### src/sector_lock_pkg.sv
// Constants for the per-sector program/erase lock block.
// Assumes a 10 MHz system clock and a 32-bit classic Wishbone register bus.
package sector_lock_pkg;

  // Register byte offsets
  localparam logic [7:0] CMD_OFS    = 8'h00;
  localparam logic [7:0] STATUS_OFS = 8'h04;
  localparam logic [7:0] BPROT_OFS  = 8'h08;
  localparam logic [7:0] LOCKS_OFS  = 8'h0C;

  // Command register fields
  localparam int OP_LSB     = 0;
  localparam int OP_W       = 4;
  localparam int SECT_LSB   = 8;
  localparam int ARG_BIT    = 16;

  // Command codes
  localparam logic [3:0] OP_NONE        = 4'h0;
  localparam logic [3:0] OP_PLOCK_PROG  = 4'h1;
  localparam logic [3:0] OP_PLOCK_ERASE = 4'h2;
  localparam logic [3:0] OP_PLOCK_READ  = 4'h3;
  localparam logic [3:0] OP_VLOCK_WRITE = 4'h4;
  localparam logic [3:0] OP_GUARD_CLEAR = 4'h5;
  localparam logic [3:0] OP_PASS_UNLOCK = 4'h6;
  localparam logic [3:0] OP_ARRAY_CHECK = 4'h7;
  localparam logic [3:0] OP_SOFT_RESET  = 4'h8;

  // Status register bit positions
  localparam int ST_BUSY     = 0;
  localparam int ST_FAIL     = 1;
  localparam int ST_GUARD    = 2;
  localparam int ST_RD_VALID = 3;
  localparam int ST_RD_VALUE = 4;
  localparam int ST_PW_MODE  = 5;
  localparam int ST_ARRAY_OK = 6;

  // Block-protect range register fields
  localparam int BP_FIRST_LSB = 0;
  localparam int BP_LAST_LSB  = 8;
  localparam int BP_EN_BIT    = 16;

  // Reset values
  localparam logic RST_GUARD   = 1'b1;
  localparam logic RST_VLOCK   = 1'b1;
  localparam logic FACTORY_PLK = 1'b1;

  // Timing: clock rate and nominal operation times
  localparam int CLK_HZ           = 10_000_000;
  localparam int PROG_TIME_US     = 300;
  localparam int ERASE_TIME_US    = 1000;
  localparam int PROG_CYCLES      = PROG_TIME_US * (CLK_HZ / 1_000_000);
  localparam int ERASE_CYCLES     = ERASE_TIME_US * (CLK_HZ / 1_000_000);
  localparam int READ_LAT_EDGES   = 8;

endpackage

### src/sector_lock.sv
// Per-sector program/erase lock logic: persistent and volatile lock bits,
// guard bit, and a classic Wishbone slave through which commands arrive.
// Assumes the mode select comes from same-clock OTP logic and the serial
// clock sck arrives asynchronously from the pin.
//
// The register offsets and register access over Wishbone were chosen for this implementation.

module sector_lock #(
  parameter int SECTORS        = 256,
  parameter int PROG_CYCLES    = sector_lock_pkg::PROG_CYCLES,
  parameter int ERASE_CYCLES   = sector_lock_pkg::ERASE_CYCLES,
  parameter int READ_LAT_EDGES = sector_lock_pkg::READ_LAT_EDGES
) (
  // Clock and reset
  input  wire logic        clk,
  input  wire logic        rst,
  // Wishbone slave
  input  wire logic        wb_cyc_i,
  input  wire logic        wb_stb_i,
  input  wire logic        wb_we_i,
  input  wire logic [7:0]  wb_adr_i,
  input  wire logic [3:0]  wb_sel_i,
  input  wire logic [31:0] wb_dat_i,
  output logic      [31:0] wb_dat_o,
  output logic             wb_ack_o,
  // Serial link clock and mode strap
  input  wire logic        sck,
  input  wire logic        password_mode,
  // Device status
  output logic             busy_o
);

  localparam int SW = $clog2(SECTORS);
  localparam int CW = 16;

  typedef enum logic [5:0] {
    ST_INIT  = 6'b000001,
    ST_IDLE  = 6'b000010,
    ST_PROG  = 6'b000100,
    ST_PRE   = 6'b001000,
    ST_ERASE = 6'b010000,
    ST_RDLAT = 6'b100000
  } state_e;

  // Sector lookup used by several checks
  function automatic logic bit_at(input logic [SECTORS-1:0] v, input logic [SW-1:0] i);
    bit_at = v[i];
  endfunction

  // Register state
  state_e              state_r, state_nxt;
  logic [CW-1:0]       cnt_r, cnt_nxt;
  logic [SECTORS-1:0]  plock_r = {SECTORS{sector_lock_pkg::FACTORY_PLK}};
  logic [SECTORS-1:0]  vlock_r;
  logic                guard_r;
  logic                fail_r;
  logic                rd_valid_r;
  logic                rd_value_r;
  logic                array_ok_r;
  logic [SW-1:0]       sect_r;
  logic [7:0]          bp_first_r;
  logic [7:0]          bp_last_r;
  logic                bp_en_r;
  logic                sck_s1_r, sck_s2_r, sck_s3_r;

  // Bus decode
  wire       req      = wb_cyc_i & wb_stb_i;
  wire       wr_take  = req & wb_we_i & wb_ack_o;
  wire       hit_cmd  = wb_adr_i == sector_lock_pkg::CMD_OFS;
  wire       hit_st   = wb_adr_i == sector_lock_pkg::STATUS_OFS;
  wire       hit_bp   = wb_adr_i == sector_lock_pkg::BPROT_OFS;
  wire       hit_lk   = wb_adr_i == sector_lock_pkg::LOCKS_OFS;
  wire       lane0    = wb_sel_i[0];
  wire       lane1    = wb_sel_i[1];
  wire       lane2    = wb_sel_i[2];
  wire       cmd_wr   = wr_take & hit_cmd & lane0;
  wire [3:0] op       = wb_dat_i[sector_lock_pkg::OP_LSB +: sector_lock_pkg::OP_W];
  wire [SW-1:0] sect  = wb_dat_i[sector_lock_pkg::SECT_LSB +: SW];
  wire       arg      = wb_dat_i[sector_lock_pkg::ARG_BIT];
  wire       idle     = state_r == ST_IDLE;

  // Command classification; all but volatile writes, guard clears and soft resets need idle, else they are refused
  wire is_prog   = cmd_wr & (op == sector_lock_pkg::OP_PLOCK_PROG);
  wire is_erase  = cmd_wr & (op == sector_lock_pkg::OP_PLOCK_ERASE);
  wire is_read   = cmd_wr & (op == sector_lock_pkg::OP_PLOCK_READ);
  wire is_vwr    = cmd_wr & (op == sector_lock_pkg::OP_VLOCK_WRITE);
  wire is_gclr   = cmd_wr & (op == sector_lock_pkg::OP_GUARD_CLEAR);
  wire is_unlock = cmd_wr & (op == sector_lock_pkg::OP_PASS_UNLOCK);
  wire is_check  = cmd_wr & (op == sector_lock_pkg::OP_ARRAY_CHECK);
  wire is_sreset = cmd_wr & (op == sector_lock_pkg::OP_SOFT_RESET);

  // Persistent changes need idle and guard at one
  wire plk_ok     = idle & guard_r;
  wire prog_go    = is_prog & plk_ok;
  wire erase_go   = is_erase & plk_ok;
  wire read_go    = is_read & idle;
  // The password compare is outside; arg carries its match result
  wire unlock_ok  = is_unlock & idle & password_mode & arg;
  // Persistent mode never re-arms the guard by command
  wire unlock_bad = is_unlock & ~unlock_ok;

  // Effective protection of the addressed sector
  // Range hit uses the same 8-bit sector index as the command field
  wire [7:0] sect8    = 8'(sect);
  wire bp_hit     = bp_en_r & (sect8 >= bp_first_r) & (sect8 <= bp_last_r);
  wire lock_hit   = ~bit_at(plock_r, sect) | ~bit_at(vlock_r, sect);
  wire protected_ = bp_hit | lock_hit;
  wire check_go   = is_check & idle;

  // Refused attempts raise the sticky failure flag
  // Guard or busy refusal leaves every persistent bit as it was, except a check refused in ST_PROG, which retargets the program via sect_r
  wire refuse_plk  = (is_prog | is_erase) & ~plk_ok;
  // A read or check while busy would race the running operation
  wire refuse_busy = (is_read | is_check) & ~idle;
  // A protected sector fails its check even when idle
  wire refuse_prot = is_check & protected_;
  wire refuse      = refuse_plk | refuse_busy | refuse_prot | unlock_bad;
  wire fail_clr = wr_take & hit_st & lane0 & wb_dat_i[sector_lock_pkg::ST_FAIL];

  // Link clock edge detect after the two-flop synchroniser
  wire sck_rise = sck_s2_r & ~sck_s3_r;

  // Timer terminal counts
  // Counter is sized for the default erase count; larger counts need a wider CW
  wire [CW-1:0] prog_last  = CW'(PROG_CYCLES - 1);
  wire [CW-1:0] erase_last = CW'(ERASE_CYCLES - 1);
  wire [CW-1:0] lat_last   = CW'(READ_LAT_EDGES - 1);
  wire          cnt_done_p = cnt_r == prog_last;
  wire          cnt_done_e = cnt_r == erase_last;
  wire          cnt_done_l = cnt_r == lat_last;

  // Read data selection; unmapped addresses read as zero
  wire [31:0] status_word = {25'h0, array_ok_r, password_mode, rd_value_r, rd_valid_r,
                             guard_r, fail_r, ~idle};
  wire [31:0] bp_word     = {15'h0, bp_en_r, bp_last_r, bp_first_r};
  wire [31:0] lk_word     = {30'h0, bit_at(vlock_r, sect_r), bit_at(plock_r, sect_r)};
  wire [31:0] rd_word     = hit_st ? status_word :
                            hit_bp ? bp_word :
                            hit_lk ? lk_word : 32'h0000_0000;
  // Read data is loaded only for the answer cycle; outside it the bus sees
  // zero, so a request still held at the ack edge leaves no stale word
  wire        rd_load     = req & ~wb_we_i & ~wb_ack_o;

  // Operation sequencer
  always_comb begin
    state_nxt = state_r;
    cnt_nxt   = cnt_r;
    case (state_r)
      ST_INIT: begin
        // One cycle lets the mode strap settle the guard
        state_nxt = ST_IDLE;
      end
      ST_IDLE: begin
        // Volatile writes, guard clears and checks need no sequencer time
        cnt_nxt = '0;
        if (prog_go) begin
          state_nxt = ST_PROG;
        end else if (erase_go) begin
          state_nxt = ST_PRE;
        end else if (read_go) begin
          state_nxt = ST_RDLAT;
        end
      end
      ST_PROG: begin
        cnt_nxt = cnt_r + 1'b1;
        if (cnt_done_p) begin
          state_nxt = ST_IDLE;
        end
      end
      ST_PRE: begin
        // Internal preprogram and verify pass before the group erase
        cnt_nxt = cnt_r + 1'b1;
        if (cnt_done_p) begin
          state_nxt = ST_ERASE;
          cnt_nxt   = '0;
        end
      end
      ST_ERASE: begin
        // All bits return to one together when the count runs out
        cnt_nxt = cnt_r + 1'b1;
        if (cnt_done_e) begin
          state_nxt = ST_IDLE;
        end
      end
      ST_RDLAT: begin
        // Latency counted in link clock edges, as an array read is
        if (sck_rise) begin
          cnt_nxt = cnt_r + 1'b1;
          if (cnt_done_l) begin
            state_nxt = ST_IDLE;
          end
        end
      end
      default: begin
        state_nxt = ST_IDLE;
      end
    endcase
  end

  // Sequencer registers
  always_ff @(posedge clk or posedge rst) begin
    if (rst) begin
      state_r <= ST_INIT;
      cnt_r   <= '0;
    end else begin
      state_r <= state_nxt;
      cnt_r   <= cnt_nxt;
    end
  end

  // Captured sector for program and read
  // A check captures its sector even when refused, for the lock view
  always_ff @(posedge clk or posedge rst) begin
    if (rst) begin
      sect_r <= '0;
    end else if (prog_go | read_go | is_check) begin
      sect_r <= sect;
    end
  end

  // Persistent bits: no reset, they model nonvolatile cells
  // A refused program or erase never reaches these branches, since the
  // sequencer only enters ST_PROG or ST_PRE through prog_go or erase_go
  always_ff @(posedge clk) begin
    if (state_r == ST_PROG && cnt_done_p) begin
      plock_r[sect_r] <= 1'b0;
    end else if (state_r == ST_PRE && cnt_done_p) begin
      plock_r <= '0;
    end else if (state_r == ST_ERASE && cnt_done_e) begin
      plock_r <= {SECTORS{1'b1}};
    end
  end

  // Volatile bits: writable regardless of guard; lost on any reset
  // Soft reset restores them too, so no volatile protection outlives it
  always_ff @(posedge clk or posedge rst) begin
    if (rst) begin
      vlock_r <= {SECTORS{sector_lock_pkg::RST_VLOCK}};
    end else if (is_sreset) begin
      vlock_r <= {SECTORS{sector_lock_pkg::RST_VLOCK}};
    end else if (is_vwr) begin
      vlock_r[sect] <= arg;
    end
  end

  // Guard: reset value fixed, then mode decides in the init cycle
  // The reset branch stays constant; the mode strap is read one cycle
  // later, and no guard command takes effect before idle, so that cycle is harmless
  // Software reset is not decoded here: the guard keeps its value
  always_ff @(posedge clk or posedge rst) begin
    if (rst) begin
      guard_r <= sector_lock_pkg::RST_GUARD;
    end else if (state_r == ST_INIT) begin
      guard_r <= ~password_mode;
    end else if (is_gclr) begin
      guard_r <= 1'b0;
    end else if (unlock_ok) begin
      guard_r <= 1'b1;
    end
  end

  // Sticky failure flag; a new failure beats a clear in the same cycle
  always_ff @(posedge clk or posedge rst) begin
    if (rst) begin
      fail_r <= 1'b0;
    end else if (refuse) begin
      fail_r <= 1'b1;
    end else if (fail_clr) begin
      fail_r <= 1'b0;
    end
  end

  // Persistent bit read result
  // Cleared at the start so software never takes a stale answer
  always_ff @(posedge clk or posedge rst) begin
    if (rst) begin
      rd_valid_r <= 1'b0;
      rd_value_r <= 1'b0;
    end else if (read_go) begin
      rd_valid_r <= 1'b0;
    end else if (state_r == ST_RDLAT && sck_rise && cnt_done_l) begin
      rd_valid_r <= 1'b1;
      rd_value_r <= bit_at(plock_r, sect_r);
    end
  end

  // Main-array permission check result
  // A busy check keeps the old answer; the fail flag reports the refusal
  always_ff @(posedge clk or posedge rst) begin
    if (rst) begin
      array_ok_r <= 1'b0;
    end else if (check_go) begin
      array_ok_r <= ~protected_;
    end
  end

  // Block-protect range, held for the range checker
  // Each byte lane updates its own field, so software may patch one
  always_ff @(posedge clk or posedge rst) begin
    if (rst) begin
      bp_first_r <= 8'h00;
      bp_last_r  <= 8'h00;
      bp_en_r    <= 1'b0;
    end else if (wr_take & hit_bp) begin
      if (lane0) begin
        bp_first_r <= wb_dat_i[sector_lock_pkg::BP_FIRST_LSB +: 8];
      end
      if (lane1) begin
        bp_last_r <= wb_dat_i[sector_lock_pkg::BP_LAST_LSB +: 8];
      end
      if (lane2) begin
        bp_en_r <= wb_dat_i[sector_lock_pkg::BP_EN_BIT];
      end
    end
  end

  // Link clock synchroniser; only the second and third stages feed logic
  // The third stage only remembers the last level for edge detection
  // A stray edge outside a read is ignored by the sequencer
  always_ff @(posedge clk or posedge rst) begin
    if (rst) begin
      sck_s1_r <= 1'b0;
      sck_s2_r <= 1'b0;
      sck_s3_r <= 1'b0;
    end else begin
      sck_s1_r <= sck;
      sck_s2_r <= sck_s1_r;
      sck_s3_r <= sck_s2_r;
    end
  end

  // Wishbone answer: one wait cycle, ack dropped the cycle after
  always_ff @(posedge clk or posedge rst) begin
    if (rst) begin
      wb_ack_o <= 1'b0;
      wb_dat_o <= 32'h0000_0000;
    end else begin
      wb_ack_o <= req & ~wb_ack_o;
      wb_dat_o <= rd_load ? rd_word : 32'h0000_0000;
    end
  end

  // Busy mirror for the serial status path
  // Follows the next state so busy drops in step with the idle return
  always_ff @(posedge clk or posedge rst) begin
    if (rst) begin
      busy_o <= 1'b1;
    end else begin
      busy_o <= state_nxt != ST_IDLE;
    end
  end

endmodule

### config.mk
export PLATFORM = sky130hd
export DESIGN_NAME = sector_lock
export DESIGN_NICKNAME = d
export VERILOG_FILES = /design/src/sector_lock_pkg.sv /design/src/sector_lock.sv
export SDC_FILE = /design/constraint.sdc
export NUM_CORES = 2
export LEC_CHECK = 0
export BUFFER_PORTS_ARGS = -buffer_cell sky130_fd_sc_hd__buf_4
export CAP_MARGIN = 20
export CELL_PAD_IN_SITES_DETAIL_PLACEMENT = 0
export CELL_PAD_IN_SITES_GLOBAL_PLACEMENT = 2
export CORE_UTILIZATION = 43
export CTS_CLUSTER_DIAMETER = 200
export CTS_CLUSTER_SIZE = 14
export DETAILED_ROUTE_END_ITERATION = 8
export PLACE_DENSITY = 0.92
export SLEW_MARGIN = 15
export SYNTH_ARGS = -nofsm -noshare
export SYNTH_HDL_FRONTEND = slang
export SYNTH_SLANG_ARGS = --single-unit
export TNS_END_PERCENT = 5
### constraint.sdc
create_clock -name clk -period 10.78 [get_ports clk]
set_input_delay 0 -clock clk [delete_from_list [all_inputs] [get_ports clk]]
set_output_delay 0 -clock clk [all_outputs]
set_load 0.05 [all_outputs]
# Yosys cells after proc, flatten, opt, wreduce, memory -nomap -nowiden
# Cells that the tools add are included.
# totals
ff_bits	586
input_bits	51
elab_cells	166
output_inout_bits	34
# op_classes
n_mux	41
n_lt_le_gt_ge	6
bitwise_logic	57
eq_ne	22
n_addsub	1
reduce_logical	20
# ops
op	count
two-way mux 256 bit	5
bitwise AND 256 bit	1
bitwise mux 256 bit	1
inverter 256 bit	1
one-hot mux 16 bit (4 select lines)	1
two-way mux 17 bit	3
two-way mux 6 bit	8
bitwise AND 1 bit	35
binary-select mux 1 bit (select 8 bit)	4
two-way mux 16 bit	2
one-hot mux 6 bit (5 select lines)	1
less-than comparator 8 x 9 -> 1 bit, second input constant	2
adder 16 x 1 -> 16 bit, second input constant	1
demux 1 bit (select 8 bit)	2
equality test 16 x 12 -> 1 bit, second input constant	1
equality test 16 x 14 -> 1 bit, second input constant	1
equality test 16 x 3 -> 1 bit, second input constant	1
equality test 4 x 3 -> 1 bit, second input constant	4
equality test 8 x 4 -> 1 bit, second input constant	2
>= comparator 8 x 1 -> 1 bit, second input constant	2
two-way mux 1 bit	13
inverter 1 bit	11
AND reduction 2 bit	5
OR 1 bit	9
21 further kinds	31

# Longest topological paths before layout
# depth
ltp_word	13
mapped_depth	13

# Worst setup path before layout
# Ideal clock, no wire load.
# synth_timing
path_kind	register -> register
start	register cnt_r[6]
end	register plock_r[0] (enable)
setup_slack_ns	2.165
arrival_ns	7.951
path_stages_with_launch	7
setup_ns	0.664
t_required_ns	10.116
path_cell_list	dfrtp_1 clkbuf_1 or4_1 or2_1 nor2b_1 clkbuf_1 nand2b_1
# synth_between
elab_chain_cells	3
elab_cells_between_ends	6
classes_between	2 x eq/ne; 4 x reduce/logical
# synth_rtl
item	line	source
from (decl)	sector_lock.sv:52	logic [CW-1:0] cnt_r, cnt_nxt;
from (signal assigned)	sector_lock.sv:207	cnt_r <= cnt_nxt;
equality test 16 x 12 -> 1 bit or equality test 16 x 14 -> 1 bit (tied branches)	sector_lock.sv:128, sector_lock.sv:129	
logical AND 1 bit, on equally long branches	sector_lock.sv:225, sector_lock.sv:227, sector_lock.sv:229	
nonzero test 3 bit (no line) *	n/a	
to (signal assigned)	sector_lock.sv:230	plock_r <= {SECTORS{1'b1}};
to (decl)	sector_lock.sv:53	logic [SECTORS-1:0] plock_r = {SECTORS{sector_lock_pkg::FACTORY_PLK}};
# Every way passes the cells marked *; elsewhere a longest branch is shown, timed or not.
# A chain may end at the register's enable or synchronous reset.

# Final worst setup path
# layout_timing
start	input port wb_dat_i[1]
end	register vlock_r[180]
# layout_between
elab_chain_cells	3
elab_cells_between_ends	6
classes_between	2 x eq/ne; 1 x mux; 2 x bitwise; 1 x reduce/logical
# layout_rtl
item	line	source
from (decl)	sector_lock.sv:23	input wire logic [31:0] wb_dat_i,
equality test 4 bit or equality test 4 x 3 -> 1 bit (tied branches)	sector_lock.sv:90, sector_lock.sv:86	
bitwise AND 1 bit, on equally long branches	sector_lock.sv:90, sector_lock.sv:86	
two-way mux 256 bit or nonzero test 2 bit (tied branches)	n/a	
to (signal assigned)	sector_lock.sv:238	vlock_r <= {SECTORS{sector_lock_pkg::RST_VLOCK}};
to (signal assigned)	sector_lock.sv:240	vlock_r <= {SECTORS{sector_lock_pkg::RST_VLOCK}};
to (signal, indexed assignment)	sector_lock.sv:242	vlock_r[sect] <= arg;
to (decl)	sector_lock.sv:54	logic [SECTORS-1:0] vlock_r;
# Several ways; a longest one is shown, not always the timed one.

==> results summary <==
The wire length of the first global-routing pass is 193,000 um. The largest net degree at the start of global routing came out at 258. Across the routed clock network, the largest skew measured is 30.6 ps. After floorplanning, the core was sized to cover 0.0837 sq mm. The horizontal die dimension is 293 um. At the end of routability-driven placement, the weighted congestion stood at 0.846. The detail route stage leaves a number of antenna-violating nets equal to 0. The startpoint class of the critical path is a primary input. Row generation in the floorplan step produced 106 rows. The detailed placer's ending HPWL is 70,400 um. The number of sinks on the clock net is 586. The worst relative slew slack is 0.117.

TritonCTS created 47 clock buffers. The endpoint required time on the critical path is 11,320 ps. Signal routing reaches up to met5.

After routing the design area is 0.0388 sq mm. The maximum fanout count along the critical path is 82. The setup fix buffers added after clock tree synthesis is 0.

The peak supply drop is 0.107 mV. The actual slew at the worst max-slew pin is 1320 ps. The number of instances in the synthesized netlist is 3,438. For this design the static power due to leakage is 13.1 nW. The initial DRC count came out at 4,104. For this configuration, the core starts out at a cell density of 0.434.

The total negative slack for setup checks came out at 0 ps. The mean instance size in the synthesized netlist came out at 10.6 sq um. The number of enable-type register cells in the synthesized netlist came out at 256. The number of warning messages in the yosys log is 0. The number of buffer cells added on primary ports came out at 53.

The met1 layer wirelength in the final routing came out at 50,700 um. Dividing the detail-routed via count by the number of cells gives 6.95. The maximum operating frequency came out at 203 MHz. The total inserted antenna cells is 0. The part of the Yosys area used for sequential elements is 0.448. Along the worst hold path, the cell count comes to 2.

The critical path is of the in2reg type. The fill cell total of the finished layout is 7,608. The count of distinct cell types in the synthesized netlist came out at 73. The area enclosed by the die boundary came out at 0.0857 sq mm. The total of max-cap violations came out at 0. The via count of the first global-routing pass came out at 29.3k. The number of I/O pins is 85. The portion of the clock cycle consumed by the worst path in the final layout came out at 0.458.

In this run the most critical hold path is launched from sck. The worst setup path is captured at a flip-flop. The total wire length after detailed routing is 126,000 um. The remaining design rule violation count is 0. TritonCTS built the clock tree. For this run, the detailed router's first-pass iteration total came to 6. The number of slew-limit violations in the final report is 0. The synthesis-stage register bit count came out at 586. The number of antenna violations at the first check in global routing is 3. Clock tree synthesis selected as its root buffer the cell sky130_fd_sc_hd__clkbuf_16. For this run, the leading register cell type out of synthesis is sky130_fd_sc_hd__dfstp_2. Across the whole layout, storage elements account for 0.0163 sq mm. The clock slew at the register clock pins of the worst setup and hold paths came out at 70 ps.

In this run the critical register-to-register path is launched from cnt_r[6]. Compared with the post-synthesis result, the final layout area differs by 6.76%. The number of hold-slack violations in the final timing report was 0. The run finished with clean final reports. The power per unit of standard cell area came out at 111 mW/mm^2. The cell count of the worst reg-to-reg path came out at 6. In this run the cell area of the synthesized design comes to 0.0364 sq mm. The post-place instance area is 0.0372 sq mm. The total vias in the final route came out at 30.6k. The share of layout cells above drive strength 1 is 0.229. The path class of the tightest hold or removal check is in2reg. The clock network latency to the later pin of the worst-skew pair is 630 ps. The worst hold path terminates at sck_s1_r. The layout net count came out at 3,306. The total length of routed met3 wires is 12,400 um. The total number of H-tree levels came out at 2. The total area of multi-input combinational cells came out at 0.0184 sq mm.

The die boundary height is 293 um. The data arrival at the endpoint of the critical path came out at 5470 ps. The endpoint identified for the worst register-to-register timing path is plock_r[69]. In the global route stage, overall resource usage came out at 0.292. The average routed wire per standard cell is 28.7 um. The amount of wire on met2 after detailed routing came out at 58,300 um.

The minimum period implied by the final worst setup slack is 4930 ps. The clock passes through at most 3 buffers. Of all flip-flops after synthesis, the portion carrying an async set or reset was 0.563. The remaining global-route overflow is 0. The worst setup slack for register-to-register paths came out at 6250 ps. The final cell utilization of the core is 0.464. The number of setup violations in the final report is 0. Setup repair after global routing left no endpoint under its margin.
worst max path at each step:
stage                start           end  depth (start not counted)
2_1_floorplan          rst    array_ok_r                          1
3_3_place_gp   wb_dat_i[1]   vlock_r[59]                          9
3_5_place_dp   wb_dat_i[1]  vlock_r[113]                          9
4_1_cts        wb_dat_i[1]  vlock_r[180]                         10
5_1_grt        wb_dat_i[1]  vlock_r[183]                         10
6_report       wb_dat_i[1]  vlock_r[180]                         10
layout make-up:
cell class	instances	share of cell area
multi-input cells	2427	0.473
flip-flops and latches	586	0.420
well taps	1134	0.0366
repair buffers	148	0.0337
clock buffers	73	0.0336
inverters	28	0.00290
clock inverters	2	0.000645
sequential cells by signal (all words and copies together), names as in the netlist, 6 cells and up:
register and flops:
bp_first_r 8, cnt_r 16, state_r 6, bp_last_r 8, wb_dat_o 17, sect_r 8
plock_r 256, vlock_r 256
where the power goes:
group          internal [mW]  total (mW)  switching (mW)  leakage (nW)
combinational         0.0697       0.296           0.226          5.76
sequential              2.32        2.32         0.00243          6.67
clock                  0.830        1.69           0.864         0.638
per-layer routing:
| metal | vias to the layer above | GRT usage |
|---|---|---|
| met5 | - | 0 |
| met4 | 4 | 0.110 |
| met3 | 281 | 0.0473 |
| met2 | 1922 | 0.452 |
| met1 | 15500 | 0.412 |
| li1 | 12900 | - |
Yosys cell counts (4+ instances only):
cell / count / area share
sky130_fd_sc_hd__o21ai_0: 456 / 0.063
sky130_fd_sc_hd__clkbuf_1: 306 / 0.032
sky130_fd_sc_hd__nand2_1: 296 / 0.031
sky130_fd_sc_hd__dfstp_2: 259 / 0.19
sky130_fd_sc_hd__edfxtp_1: 256 / 0.21
sky130_fd_sc_hd__mux4_2: 251 / 0.16
sky130_fd_sc_hd__o21ai_1: 233 / 0.032
sky130_fd_sc_hd__a21oi_1: 192 / 0.026
sky130_fd_sc_hd__a41oi_1: 148 / 0.036
sky130_fd_sc_hd__nor2_1: 140 / 0.014
sky130_fd_sc_hd__nor3_1: 131 / 0.018
sky130_fd_sc_hd__mux2i_1: 100 / 0.028
sky130_fd_sc_hd__dfrtp_1: 71 / 0.049
sky130_fd_sc_hd__nand3_1: 52 / 0.0072
sky130_fd_sc_hd__o311ai_0: 45 / 0.011
sky130_fd_sc_hd__a22oi_1: 41 / 0.0085
sky130_fd_sc_hd__buf_2: 36 / 0.0050
sky130_fd_sc_hd__o211ai_1: 34 / 0.0070
sky130_fd_sc_hd__buf_1: 30 / 0.0031
sky130_fd_sc_hd__mux2_2: 30 / 0.0093
sky130_fd_sc_hd__buf_4: 29 / 0.0060
sky130_fd_sc_hd__inv_1: 27 / 0.0028
sky130_fd_sc_hd__and3_1: 26 / 0.0045
sky130_fd_sc_hd__nor2b_1: 26 / 0.0045
sky130_fd_sc_hd__nand2b_1: 18 / 0.0031
sky130_fd_sc_hd__ha_1: 17 / 0.0059
sky130_fd_sc_hd__nand4_1: 17 / 0.0029
sky130_fd_sc_hd__o22ai_1: 14 / 0.0024
sky130_fd_sc_hd__nor4_1: 13 / 0.0022
sky130_fd_sc_hd__a211oi_1: 11 / 0.0023
sky130_fd_sc_hd__buf_6: 10 / 0.0031
sky130_fd_sc_hd__nand3b_1: 10 / 0.0021
sky130_fd_sc_hd__xor2_1: 10 / 0.0024
sky130_fd_sc_hd__a221oi_1: 7 / 0.0017
sky130_fd_sc_hd__and2_1: 7 / 0.0012
sky130_fd_sc_hd__or3_1: 7 / 0.0012
sky130_fd_sc_hd__a22o_1: 6 / 0.0014
sky130_fd_sc_hd__a31oi_1: 6 / 0.0010
sky130_fd_sc_hd__nand4b_1: 6 / 0.0014
sky130_fd_sc_hd__a2111oi_0: 5 / 0.0012
sky130_fd_sc_hd__nor3b_1: 5 / 0.0010
sky130_fd_sc_hd__o21a_1: 5 / 0.0010
sky130_fd_sc_hd__o31ai_1: 5 / 0.0010
sky130_fd_sc_hd__or2_2: 4 / 0.00069
layout by cell type (no fill, tap or decap), types with 24 or more instances in the layout:
cell type                       instances
sky130_fd_sc_hd__dlygate4sd3_1         27
sky130_fd_sc_hd__nor3_1               122
sky130_fd_sc_hd__dfrtp_1               67
sky130_fd_sc_hd__nor2b_1               25
sky130_fd_sc_hd__o21ai_1              233
sky130_fd_sc_hd__nand2_1              294
sky130_fd_sc_hd__inv_1                 25
sky130_fd_sc_hd__a22oi_1               41
sky130_fd_sc_hd__a41oi_1              148
sky130_fd_sc_hd__clkbuf_16             48
sky130_fd_sc_hd__o311ai_0              45
sky130_fd_sc_hd__nor2_1               138
sky130_fd_sc_hd__a21oi_1              192
sky130_fd_sc_hd__dfstp_2              259
sky130_fd_sc_hd__o21ai_0              456
sky130_fd_sc_hd__and3_1                26
sky130_fd_sc_hd__nand3_1               51
sky130_fd_sc_hd__mux4_2               251
sky130_fd_sc_hd__o211ai_1              34
sky130_fd_sc_hd__clkbuf_1              24
sky130_fd_sc_hd__mux2_2                30
sky130_fd_sc_hd__mux2i_1              100
sky130_fd_sc_hd__buf_4                106
sky130_fd_sc_hd__edfxtp_1             256
critical path, stage by stage:
cell and delay (ps):
sky130_fd_sc_hd__dlygate4sd3_1 550, sky130_fd_sc_hd__buf_4 190, sky130_fd_sc_hd__nor2_4 110, sky130_fd_sc_hd__buf_4 740, sky130_fd_sc_hd__nand3_4 880, sky130_fd_sc_hd__or3_4 820
sky130_fd_sc_hd__nand2_4 730, sky130_fd_sc_hd__buf_4 900, sky130_fd_sc_hd__a21oi_1 180, sky130_fd_sc_hd__a41oi_1 240
metrics by stage:
step | setup slack (ps) | power, mW | std cells | hold WS, ps
floorplan | 2070 | 2.55 | 3453 | 31.4
global placement | 5900 | 2.65 | 4290 | 123
detailed placement | 5880 | 2.65 | 4293 | 122
CTS | 5970 | 4.33 | 4395 | 7.58
global route | 5600 | 4.41 | 4398 | 26.8
finish | 5850 | 4.32 | 4398 | 37.6
cells by family (layout without fill, tap and decap cells):
logic type,Yosys count,in the layout,share of synthesized area
AO/OA/AOI/OAI,1229,1229,0.201
XOR/XNOR,12,12,0.00289
adder cells (fa/ha/maj),18,18,0.00613
buffers and inverters,440,251,0.0520
flip-flops,586,586,0.448
multiplexers,381,381,0.192
other,1,16,0.000103
AND/OR/NAND/NOR,771,771,0.0984
timing repair:
item                                    4_1_cts  5_1_grt
resized for setup                             0        0
endpoints found under the hold margin       109        0
endpoints found under the setup margin        0        0
hold buffers                                 27        0
Note: power is estimated with default switching activity, not from simulation.
